$ cat src/seq_pkg.sv
// shared constants for the reset and interrupt sequencer of the 8-bit core
// assumes: every user writes seq_pkg::name, nothing is imported
package seq_pkg;

  // ==========================================================
  // vectors, reset values and the halt opcode
  localparam logic [15:0] RESET_VECTOR = 16'hFFFE;
  localparam logic [15:0] TRAP_VECTOR = 16'hFFFC;
  localparam logic [15:0] STACK_RESET = 16'h00FF;
  localparam logic [7:0] FLAGS_RESET = 8'h08;
  localparam logic [7:0] INDEX_HIGH_RESET = 8'h00;
  localparam logic [7:0] HALT_OPCODE = 8'h00;

  // ==========================================================
  // condition flag bit positions
  localparam int MASK_BIT = 3;
  localparam int CARRY_BIT = 0;

  // ==========================================================
  // sequence lengths
  localparam logic [2:0] STACK_BYTES = 3'h5;
  localparam logic [1:0] QUEUE_BYTES = 2'h3;

  // ==========================================================
  // register select for the write port
  localparam logic [2:0] SEL_ACC = 3'h0;
  localparam logic [2:0] SEL_XLOW = 3'h1;
  localparam logic [2:0] SEL_XHIGH = 3'h2;
  localparam logic [2:0] SEL_INDEX16 = 3'h3;
  localparam logic [2:0] SEL_FLAGS = 3'h4;
  localparam logic [2:0] SEL_STACK = 3'h5;

  // ==========================================================
  // index low half operations
  localparam logic [3:0] XOP_CLR = 4'h0;
  localparam logic [3:0] XOP_INC = 4'h1;
  localparam logic [3:0] XOP_DEC = 4'h2;
  localparam logic [3:0] XOP_COM = 4'h3;
  localparam logic [3:0] XOP_NEG = 4'h4;
  localparam logic [3:0] XOP_LSL = 4'h5;
  localparam logic [3:0] XOP_LSR = 4'h6;
  localparam logic [3:0] XOP_ASR = 4'h7;
  localparam logic [3:0] XOP_ROL = 4'h8;
  localparam logic [3:0] XOP_ROR = 4'h9;

  // ==========================================================
  // debug host commands
  localparam logic [1:0] CMD_RESUME = 2'h0;
  localparam logic [1:0] CMD_STEP = 2'h1;
  localparam logic [1:0] CMD_TAGGED = 2'h2;

  // ==========================================================
  // sequencer states
  typedef enum logic [3:0] {
    ST_HOLD = 4'h0,
    ST_VEC_HI = 4'h1,
    ST_VEC_LO = 4'h2,
    ST_FREE = 4'h3,
    ST_FILL = 4'h4,
    ST_RUN = 4'h5,
    ST_PUSH = 4'h6,
    ST_BACKGROUND = 4'h7,
    ST_PULL = 4'h8
  } seq_state_type;

endpackage

$ cat src/cpu_reset_interrupt_sequencer.sv
// reset, interrupt entry, return and debug halt sequencing of the core
// assumes: memory answers a read in the same cycle as the strobe, the
// executor reports instruction boundaries and the debug link delivers
// decoded commands as one-cycle pulses
//
// Functional notes
// - accumulator keeps its value through reset
// - index pointer is high and low halves
// - reset clears index high, keeps low
// - some writes touch only index low half
// - index low supports full byte operations
// - reset abandons current instruction at once
// - start only after sources done, pin released
// - six cycles: vector high, low, queue fill
// - interrupts wait for the instruction boundary
// - interrupt reuses trap sequence, captured vector
// - push PC low, PC high, X, A, flags
// - set mask bit after flags are stacked
// - fetch vector high byte then low byte
// - one free bus cycle after vector fetch
// - fill three queue bytes from vector address
// - halt opcode enters active background mode
// - leave background only by reset or command
// - halt opcode in memory acts as breakpoint
// - stack-relative address is stack plus offset
`timescale 1ns/1ps
module cpu_reset_interrupt_sequencer #(
  parameter logic [15:0] TRAP_VEC = seq_pkg::TRAP_VECTOR,
  parameter logic [7:0] HALT_CODE = seq_pkg::HALT_OPCODE
) (
  input wire logic core_clk,
  input wire logic rst,
  // reset source status
  input wire logic resetSourceDone,
  input wire logic resetPin_n,
  // executor side
  input wire logic instrDone,
  input wire logic [15:0] nextPc,
  input wire logic [7:0] nextOpcode,
  input wire logic trapRequest,
  input wire logic returnRequest,
  input wire logic regWrite,
  input wire logic [2:0] regSelect,
  input wire logic [15:0] regValue,
  input wire logic xOpValid,
  input wire logic [3:0] xOpCode,
  input wire logic [15:0] operandOffset,
  // interrupt sources
  input wire logic irqRequest,
  input wire logic [15:0] irqVector,
  // debug host commands
  input wire logic debugCommand,
  input wire logic [1:0] debugCmd,
  // memory bus
  output logic [15:0] busAddr,
  output logic busRead,
  output logic busWrite,
  output logic [7:0] busWdata,
  input wire logic [7:0] busRdata,
  // visible state
  output logic [7:0] accumulator,
  output logic [7:0] indexHigh,
  output logic [7:0] indexLow,
  output logic [7:0] conditionFlags,
  output logic [15:0] programCounter,
  output logic [15:0] stackPointer,
  output logic [7:0] queueByte0,
  output logic [7:0] queueByte1,
  output logic [7:0] queueByte2,
  output logic [15:0] indexedAddress,
  output logic [15:0] stackOffsetAddress,
  output logic executing,
  output logic inBackground
);

  // ==========================================================
  // state and counters
  seq_pkg::seq_state_type state; // sequencer state
  seq_pkg::seq_state_type next_state; // its next value
  logic [2:0] step; // push and pull byte counter
  logic [1:0] fillIndex; // queue fill position
  logic [15:0] vectorAddr; // vector captured at sequence start
  logic stepPending; // single step requested by the host

  // ==========================================================
  // decode
  wire released = !rst && resetSourceDone && resetPin_n;
  wire inRun = (state == seq_pkg::ST_RUN);
  wire boundary = inRun && instrDone;
  wire takeIrq = irqRequest && !conditionFlags[seq_pkg::MASK_BIT];
  wire haltHit = (nextOpcode == HALT_CODE);
  wire lastStep = (step == seq_pkg::STACK_BYTES - 3'h1);
  wire lastFill = (fillIndex == seq_pkg::QUEUE_BYTES - 2'h1);
  wire [15:0] stackUp = stackPointer + 16'h0001;
  wire [15:0] fillAddr = programCounter + {14'h0000, fillIndex};
  wire [15:0] vectorNext = vectorAddr + 16'h0001;
  wire [15:0] indexPair = {indexHigh, indexLow};
  wire endPush = (state == seq_pkg::ST_PUSH) && lastStep;
  wire endPull = (state == seq_pkg::ST_PULL) && lastStep;
  wire cmdExit = (state == seq_pkg::ST_BACKGROUND) && debugCommand;
  wire regPort = inRun && regWrite;
  wire xPort = inRun && xOpValid;

  // ==========================================================
  // byte unit on the index low half
  logic [7:0] xResult; // operation result
  logic xCarry; // carry produced
  index_byte_alu u_xalu (
    .operand(indexLow),
    .carryIn(conditionFlags[seq_pkg::CARRY_BIT]),
    .op(xOpCode),
    .result(xResult),
    .carryOut(xCarry)
  );

  // ==========================================================
  // address generators
  offset_adder16 #(.WIDTH(16)) u_index_add (
    .base(indexPair),
    .offset(operandOffset),
    .sum(indexedAddress)
  );
  offset_adder16 #(.WIDTH(16)) u_stack_add (
    .base(stackPointer),
    .offset(operandOffset),
    .sum(stackOffsetAddress)
  );

  // ==========================================================
  // byte pushed in each push step
  logic [7:0] pushByte;
  always_comb begin
    unique case (step)
      3'h0: pushByte = programCounter[7:0];
      3'h1: pushByte = programCounter[15:8];
      3'h2: pushByte = indexLow;
      3'h3: pushByte = accumulator;
      default: pushByte = conditionFlags;
    endcase
  end

  // ==========================================================
  // bus drive, combinational from state
  always_comb begin
    busAddr = 16'h0000;
    busRead = 1'b0;
    busWrite = 1'b0;
    busWdata = 8'h00;
    unique case (state)
      seq_pkg::ST_VEC_HI: begin
        busAddr = vectorAddr;
        busRead = 1'b1;
      end
      seq_pkg::ST_VEC_LO: begin
        busAddr = vectorNext;
        busRead = 1'b1;
      end
      seq_pkg::ST_FILL: begin
        busAddr = fillAddr;
        busRead = 1'b1;
      end
      seq_pkg::ST_PUSH: begin
        busAddr = stackPointer;
        busWrite = 1'b1;
        busWdata = pushByte;
      end
      seq_pkg::ST_PULL: begin
        busAddr = stackUp;
        busRead = 1'b1;
      end
      default: begin
        busAddr = 16'h0000; // idle and free cycles leave the bus quiet
      end
    endcase
  end

  // ==========================================================
  // next state
  always_comb begin
    next_state = state;
    unique case (state)
      seq_pkg::ST_HOLD: begin
        if (released) begin
          next_state = seq_pkg::ST_VEC_HI;
        end
      end
      seq_pkg::ST_VEC_HI: next_state = seq_pkg::ST_VEC_LO;
      seq_pkg::ST_VEC_LO: next_state = seq_pkg::ST_FREE;
      seq_pkg::ST_FREE: next_state = seq_pkg::ST_FILL;
      seq_pkg::ST_FILL: begin
        if (lastFill) begin
          next_state = seq_pkg::ST_RUN;
        end
      end
      seq_pkg::ST_RUN: begin
        if (boundary) begin
          if (trapRequest || takeIrq) begin
            next_state = seq_pkg::ST_PUSH;
          end else if (returnRequest) begin
            next_state = seq_pkg::ST_PULL;
          end else if (stepPending || haltHit) begin
            next_state = seq_pkg::ST_BACKGROUND;
          end
        end
      end
      seq_pkg::ST_PUSH: begin
        if (lastStep) begin
          next_state = seq_pkg::ST_VEC_HI;
        end
      end
      seq_pkg::ST_PULL: begin
        if (lastStep) begin
          next_state = seq_pkg::ST_FREE;
        end
      end
      seq_pkg::ST_BACKGROUND: begin
        if (debugCommand) begin
          next_state = seq_pkg::ST_RUN;
        end
      end
      default: next_state = seq_pkg::ST_HOLD; // illegal code recovers
    endcase
  end

  // ==========================================================
  // state, counters, vector capture
  always_ff @(posedge core_clk) begin
    if (rst) begin
      state <= seq_pkg::ST_HOLD;
      step <= 3'h0;
      fillIndex <= 2'h0;
      vectorAddr <= seq_pkg::RESET_VECTOR;
      stepPending <= 1'b0;
    end else begin
      state <= next_state;
      step <= (state == next_state) ? step + 3'h1 : 3'h0;
      fillIndex <= (state == seq_pkg::ST_FILL) ? fillIndex + 2'h1 : 2'h0;
      if (boundary && (trapRequest || takeIrq)) begin
        vectorAddr <= trapRequest ? TRAP_VEC : irqVector;
      end
      if (cmdExit) begin
        stepPending <= (debugCmd == seq_pkg::CMD_STEP);
      end else if (next_state == seq_pkg::ST_BACKGROUND) begin
        stepPending <= 1'b0;
      end
    end
  end

  // ==========================================================
  // accumulator: never touched by reset
  always_ff @(posedge core_clk) begin
    if (regPort && regSelect == seq_pkg::SEL_ACC) begin
      accumulator <= regValue[7:0];
    end else if (state == seq_pkg::ST_PULL && step == 3'h1) begin
      accumulator <= busRdata;
    end
  end

  // ==========================================================
  // index low half: never touched by reset
  always_ff @(posedge core_clk) begin
    if (regPort && regSelect == seq_pkg::SEL_XLOW) begin
      indexLow <= regValue[7:0];
    end else if (regPort && regSelect == seq_pkg::SEL_INDEX16) begin
      indexLow <= regValue[7:0];
    end else if (xPort) begin
      indexLow <= xResult;
    end else if (state == seq_pkg::ST_PULL && step == 3'h2) begin
      indexLow <= busRdata;
    end
  end

  // ==========================================================
  // index high half: cleared while reset is held
  always_ff @(posedge core_clk) begin
    if (rst) begin
      indexHigh <= seq_pkg::INDEX_HIGH_RESET;
    end else if (regPort && regSelect == seq_pkg::SEL_INDEX16) begin
      indexHigh <= regValue[15:8];
    end else if (regPort && regSelect == seq_pkg::SEL_XHIGH) begin
      indexHigh <= regValue[7:0];
    end
  end

  // ==========================================================
  // condition flags
  always_ff @(posedge core_clk) begin
    if (rst) begin
      conditionFlags <= seq_pkg::FLAGS_RESET;
    end else if (endPush) begin
      conditionFlags[seq_pkg::MASK_BIT] <= 1'b1;
    end else if (state == seq_pkg::ST_PULL && step == 3'h0) begin
      conditionFlags <= busRdata;
    end else if (regPort && regSelect == seq_pkg::SEL_FLAGS) begin
      conditionFlags <= regValue[7:0];
    end else if (xPort) begin
      conditionFlags[seq_pkg::CARRY_BIT] <= xCarry;
    end
  end

  // ==========================================================
  // stack pointer: post-decrement on push, pre-increment on pull
  always_ff @(posedge core_clk) begin
    if (rst) begin
      stackPointer <= seq_pkg::STACK_RESET;
    end else if (state == seq_pkg::ST_PUSH) begin
      stackPointer <= stackPointer - 16'h0001;
    end else if (state == seq_pkg::ST_PULL) begin
      stackPointer <= stackUp;
    end else if (regPort && regSelect == seq_pkg::SEL_STACK) begin
      stackPointer <= regValue;
    end
  end

  // ==========================================================
  // program counter: executor hands next address at boundary
  always_ff @(posedge core_clk) begin
    if (state == seq_pkg::ST_VEC_HI) begin
      programCounter[15:8] <= busRdata;
    end else if (state == seq_pkg::ST_VEC_LO) begin
      programCounter[7:0] <= busRdata;
    end else if (state == seq_pkg::ST_PULL && step == 3'h3) begin
      programCounter[15:8] <= busRdata;
    end else if (endPull) begin
      programCounter[7:0] <= busRdata;
    end else if (boundary) begin
      programCounter <= nextPc;
    end
  end

  // ==========================================================
  // instruction queue, filled at the end of each entry
  always_ff @(posedge core_clk) begin
    if (state == seq_pkg::ST_FILL) begin
      unique case (fillIndex)
        2'h0: queueByte0 <= busRdata;
        2'h1: queueByte1 <= busRdata;
        default: queueByte2 <= busRdata;
      endcase
    end
  end

  // ==========================================================
  // status
  assign executing = inRun;
  assign inBackground = (state == seq_pkg::ST_BACKGROUND);

endmodule

$ cat src/index_byte_alu.sv
// single-operand byte unit used on the index low half
// assumes: purely combinational, the caller registers the result
`timescale 1ns/1ps
module index_byte_alu (
  input wire logic [7:0] operand,
  input wire logic carryIn,
  input wire logic [3:0] op,
  output logic [7:0] result,
  output logic carryOut
);

  // ==========================================================
  // operation select
  always_comb begin
    result = operand;
    carryOut = carryIn;
    unique case (op)
      seq_pkg::XOP_CLR: result = 8'h00;
      seq_pkg::XOP_INC: result = operand + 8'h01;
      seq_pkg::XOP_DEC: result = operand - 8'h01;
      seq_pkg::XOP_COM: begin
        result = ~operand;
        carryOut = 1'b1; // complement always sets carry
      end
      seq_pkg::XOP_NEG: begin
        result = 8'h00 - operand;
        carryOut = (operand != 8'h00);
      end
      seq_pkg::XOP_LSL: begin
        result = {operand[6:0], 1'b0};
        carryOut = operand[7];
      end
      seq_pkg::XOP_LSR: begin
        result = {1'b0, operand[7:1]};
        carryOut = operand[0];
      end
      seq_pkg::XOP_ASR: begin
        result = {operand[7], operand[7:1]};
        carryOut = operand[0];
      end
      seq_pkg::XOP_ROL: begin
        result = {operand[6:0], carryIn};
        carryOut = operand[7];
      end
      seq_pkg::XOP_ROR: begin
        result = {carryIn, operand[7:1]};
        carryOut = operand[0];
      end
      default: begin
        result = operand; // unused codes leave the byte alone
        carryOut = carryIn;
      end
    endcase
  end

endmodule

$ cat src/offset_adder16.sv
// 16-bit base plus 16-bit offset, wrapping at the top of memory
// assumes: combinational, used for indexed and stack-relative modes
`timescale 1ns/1ps
module offset_adder16 #(
  parameter int WIDTH = 16
) (
  input wire logic [WIDTH-1:0] base,
  input wire logic [WIDTH-1:0] offset,
  output logic [WIDTH-1:0] sum
);

  // ==========================================================
  // top carry dropped: addresses wrap
  assign sum = base + offset;

endmodule

$ cat config.mk
export PLATFORM = sky130hd
export DESIGN_NAME = cpu_reset_interrupt_sequencer
export DESIGN_NICKNAME = d
export VERILOG_FILES = /design/src/seq_pkg.sv /design/src/cpu_reset_interrupt_sequencer.sv /design/src/index_byte_alu.sv /design/src/offset_adder16.sv
export SDC_FILE = /design/constraint.sdc
export NUM_CORES = 1
export LEC_CHECK = 0
export ABC_AREA = 0
export BUFFER_PORTS_ARGS = -buffer_cell sky130_fd_sc_hd__buf_2
export CAP_MARGIN = 20
export CORE_MARGIN = 4
export CORE_UTILIZATION = 35
export CTS_CLUSTER_DIAMETER = 30
export DETAILED_ROUTE_END_ITERATION = 8
export GPL_ROUTABILITY_DRIVEN = 0
export PLACE_DENSITY = 0.69
export SETUP_SLACK_MARGIN = 0.5
export SLEW_MARGIN = 20
export SYNTH_ARGS = -nofsm -noshare
export SYNTH_HDL_FRONTEND = slang
export SYNTH_HIERARCHICAL = 1
export SYNTH_SLANG_ARGS = --single-unit
$ cat constraint.sdc
create_clock -name core_clk -period 8 [get_ports core_clk]
set_input_delay 1.6 -clock core_clk [delete_from_list [all_inputs] [get_ports core_clk]]
set_output_delay 1.6 -clock core_clk [all_outputs]
set_load 0.05 [all_outputs]
# After elaboration in Yosys (flattened, before gate mapping)
# Cells that the tools add are included.
[totals]
ff_bits = 114
output_inout_bits = 148
wordCells = 172
inputBits = 100
[op_classes]
mux = 43
addsub = 11
bitwise_logic = 6
eq_ne = 37
reduce_logical = 57
[ops]
columns = ["cell", "count"]
rows = [
  ["$mux W8", 17],
  ["$mux W16", 5],
  ["$pmux W16 S5", 1],
  ["$pmux W8 S10", 1],
  ["$eq A4 B3 Y1 const B", 9],
  ["$mux W4", 9],
  ["$pmux W4 S9", 1],
  ["$add A16 B1 Y16 const B", 2],
  ["$add A16 B16 Y16", 2],
  ["$pmux W8 S4", 1],
  ["$logic_and A1 B1 Y1", 20],
  ["$add A16 B2 Y16", 1],
  ["$eq A4 B2 Y1 const B", 4],
  ["$sub A16 B1 Y16 const B", 1],
  ["$ne A13 B1 Y1 const B", 1],
  ["$eq A3 B2 Y1 const B", 4],
  ["$eq A4 B4 Y1 const B", 3],
  ["$ne A12 B1 Y1 const B", 1],
  ["$reduce_and A3 Y1", 4],
  ["$reduce_bool A3 Y1", 4],
  ["$reduce_and A2 Y1", 5],
  ["$reduce_or A2 Y1", 5],
  ["$eq A3 B3 Y1 const B", 3],
  ["$add A8 B1 Y8 const B", 1],
  ["other kinds (29)", 49],
]

# Depth between registers and ports, before layout
[logic_depth]
word_depth = 10
depth_mapped = 12
mapped_depth_nobuf = 10

# Modules after synthesis
# Netlist, hierarchy kept.
[modules_own_cells]
columns = ["module", "cells_per_inst", "n_inst", "area_each_um2", "seq_area_each_um2"]
rows = [
  ["cpu_reset_interrupt_sequencer", 773, 1, 7039.3, 2842.7],
  ["index_byte_alu", 176, 1, 1101.1, 0.0],
  ["offset_adder16 at u_stack_add", 104, 1, 809.5, 0.0],
  ["offset_adder16 at u_index_add", 104, 1, 805.8, 0.0],
]

# Least setup slack after synthesis
# OpenSTA, ideal clock, no wires.
[synth_path]
path_kind = "in2out"
from = "in operandOffset[0]"
to = "out indexedAddress[12]"
slack_ps = 2752
path_stages = 7
t_required_ps = 6400
t_arrival_ps = 3648
n_path_buf = 0
path_cell_list = "ha_1 -> fa_1 -> a21o_1 -> a31oi_1 -> o21ba_2 -> o21ai_1 -> xor2_1"
[synth_between]
elab_chain_len = 1
[synth_rtl]
columns = ["element", "line", "text"]
rows = [
  ["start: declaration", "cpu_reset_interrupt_sequencer.sv:47", "input wire logic [15:0] operandOffset,"],
  ["$add A16 B16 Y16", "offset_adder16.sv:14", "assign sum = base + offset;"],
  ["end: declaration", "cpu_reset_interrupt_sequencer.sv:70", "output logic [15:0] indexedAddress,"],
]
# No other way between the ends.

# Worst setup path in the final report
# Same ends and word-level chain as after synthesis.

==> flow_summary.yaml <==
detailed_routing:
  firstDrtPassIters: 9
  drtIter0Drc: 1103
  remaining_drc_errors: 0
  final_antenna_net_count: 0
  wl_met3_um: 3030
  vias: 10100
  wl_per_cell_um: 20.9
  drt-met1-wl_um: 15500
  wl_met2_um: 16500
  top_layer: "met5"
  routed_via_density: 5.83
  finalWirelength_um: 36100
timing:
  worst_pin_slew_ps: 950
  maxSlewHeadroom: 0.357
  fin_crit_sh: 0.657
  grt_setup_unrepaired: "false"
  finalHoldViolations: 0
  holdWs_ps: 481
  finalCriticalPeriod_ps: 5260
  fmax_mhz: 190
  tns_ps: 0
  setup_viol: 0
  finClkSkew_ps: 13.4
  maxSlewViolCount: 0
final_layout:
  layout_common_cells: "buf_2 (247), nor2_1 (116), nand2_1 (105)"
  final_common_cell: "buf_2"
  fin_nets: 1491
  fin_area_um2: 11700
  area_delta_synth_final_pct: 19.5
  n_fill_cell: 2749
  final_cells: 1728
  layout-drive-gt1-share: 0.265
  final_util: 0.429
yosys:
  synth-seq-cells: 114
  syn_nets: 1305
  synth_area_leaders: "edfxtp_1 (17%), dfxtp_1 (12%), ha_1 (5.8%)"
  syn_avg_cell_area_um2: 8.43
  synth_cell_types: 93
  synth_top_area_share: 0.172
  synthCells: 1157
  synth_edf_count: 56
  synth_seq_area_share: 0.291
  syn_area_um2: 9760
  ys_async_sr_fraction: 0
  synth_top_cell_by_area: "edfxtp_1"
  ys.flop_type: "dfxtp_1"
  yosysWarnings: 6
worst_setup_path:
  end_kind: "output port"
  arrival_ps: 3660
  path_max_fanout: 3
  required_ps: 6400
  startpoint_type: "primary input"
  critPathKind: "in -> out"
  rr_endpoint: "stackPointer[14]"
  r2r_slack_ps: 4530
  rr_worst_depth: 7
  r2r-start: "state[3]"
hold_path:
  worstHoldStart: "step[0]"
  hold_path_depth: 1
  whs_endpoint: "step[0]"
  hp-class: "reg -> reg"
clock_network:
  cts_resized: 0
  clockRootBuffer: "clkbuf_16"
  cts_buffers: 17
  clk_path_buf_depth: 2
  h-tree-depth: 4
  postCtsHoldBufs: 0
  worstSkewPairLatency_ps: 420
  cts_tree: "yes"
  clock-sinks: 114
  post_cts_buffers: 0
  clkTransAtPathRegs_ps: 50
power:
  ir_worst_vdd_mv: 0.145
  power_density_nw_per_um2: 155
  leakagePower_nw: 4.93
outcome:
  status: "completed"
place:
  dp_cells: 1696
  placed_cell_area_um2: 11100
  io_buffers: 247
  hpwl_um: 27300
die:
  core-area_um2: 27200
  die_y_um: 175
  initial_core_util: 0.359
  die_width_um: 175
  io_pins: 248
  rows: 60
  die_area_um2: 30600
grt:
  track_usage: 0.227
  grt_pass1_vias: 9404
  grt_pass1_wl_um: 55000
  grt_max_degree: 36
  grt_antenna_before_repair: 3
  grt_overflow: 0
flow_run:
  drv_cap: 0
[synth_stat cells (all sizes together), types with 30 or more instances]
master	n
buf	46
nor2	118
nand2	106
nor3	44
edfxtp	56
mux2i	30
o21ai	75
dfxtp	58
clkbuf	39
a21oi	74
xnor2	38
nand3	47
xor2	33
ha	45
[worst max-delay path: stages]
cell and delay [ps]:
buf_2 110, ha_1 240, fa_1 420, a21o_1 230, a31oi_1 300, o21ba_2 240, o21ai_1 90, xor2_1 140
buf_2 290
[sequential cells by signal, summed over array words and instances (netlist names)]
signal	cells
queueByte2	8
programCounter	16
vectorAddr	16
indexLow	8
indexHigh	8
stackPointer	16
queueByte1	8
queueByte0	8
step	3
fillIndex	2
state	4
accumulator	8
stepPending	1
conditionFlags	8
[stage by stage]
step                      total power [W]  worst slack, ps
after detailed placement          0.00106             2780
after floorplan                  0.000935             2750
after global placement            0.00105             2790
final                             0.00181             2740
after global routing              0.00187             2640
after CTS                         0.00181             2770
[worst max-delay path by stage]
stage | cells after the start | slack [ps] | end | startpoint
3_3_place_gp | 9 | 2790 | stackOffsetAddress[14] | operandOffset[0]
6_report | 9 | 2740 | indexedAddress[12] | operandOffset[0]
4_1_cts | 9 | 2770 | stackOffsetAddress[14] | operandOffset[0]
3_5_place_dp | 9 | 2780 | indexedAddress[12] | operandOffset[0]
2_1_floorplan | 7 | 2750 | indexedAddress[12] | operandOffset[0]
5_1_grt | 9 | 2640 | stackOffsetAddress[12] | operandOffset[0]
[per-layer routing]
| metal | vias up | track usage |
|---|---|---|
| met5 | - | 0 |
| met4 | 2 | 0.0773 |
| met3 | 73 | 0.0485 |
| met2 | 514 | 0.365 |
| met1 | 4757 | 0.304 |
| li1 | 4733 | - |
[power breakdown]
group | internal, W | leakage [nW] | total (W) | switching (W)
sequential | 0.000621 | 0.973 | 0.000636 | 0.0000145
clock | 0.000485 | 0.281 | 0.000760 | 0.000275
combinational | 0.000128 | 3.68 | 0.000413 | 0.000285
[cells by family (layout without fill, tap and decap cells)]
kind of cell / count (synthesis) / count (layout) / synth area share
flops: 114 / 114 / 0.291
buf+inv: 106 / 304 / 0.0508
fa+ha+maj: 48 / 48 / 0.0639
other cells: 0 / 1 / 0
mux: 55 / 55 / 0.0600
simple gates: 445 / 445 / 0.244
compound gates: 318 / 318 / 0.225
xor+xnor: 71 / 71 / 0.0645
[layout make-up]
class	instances	area, µm²	area share
clock inverters	11	139	0.0119
flip-flops and latches	114	2840	0.244
well taps	372	465	0.0399
repair buffers	252	1270	0.109
multi-input cells	937	6420	0.551
inverters	21	78.8	0.00676
diodes	1	2.50	0.000215
clock buffers	20	437	0.0375
No activity file was read; power rests on OpenSTA's default activity.
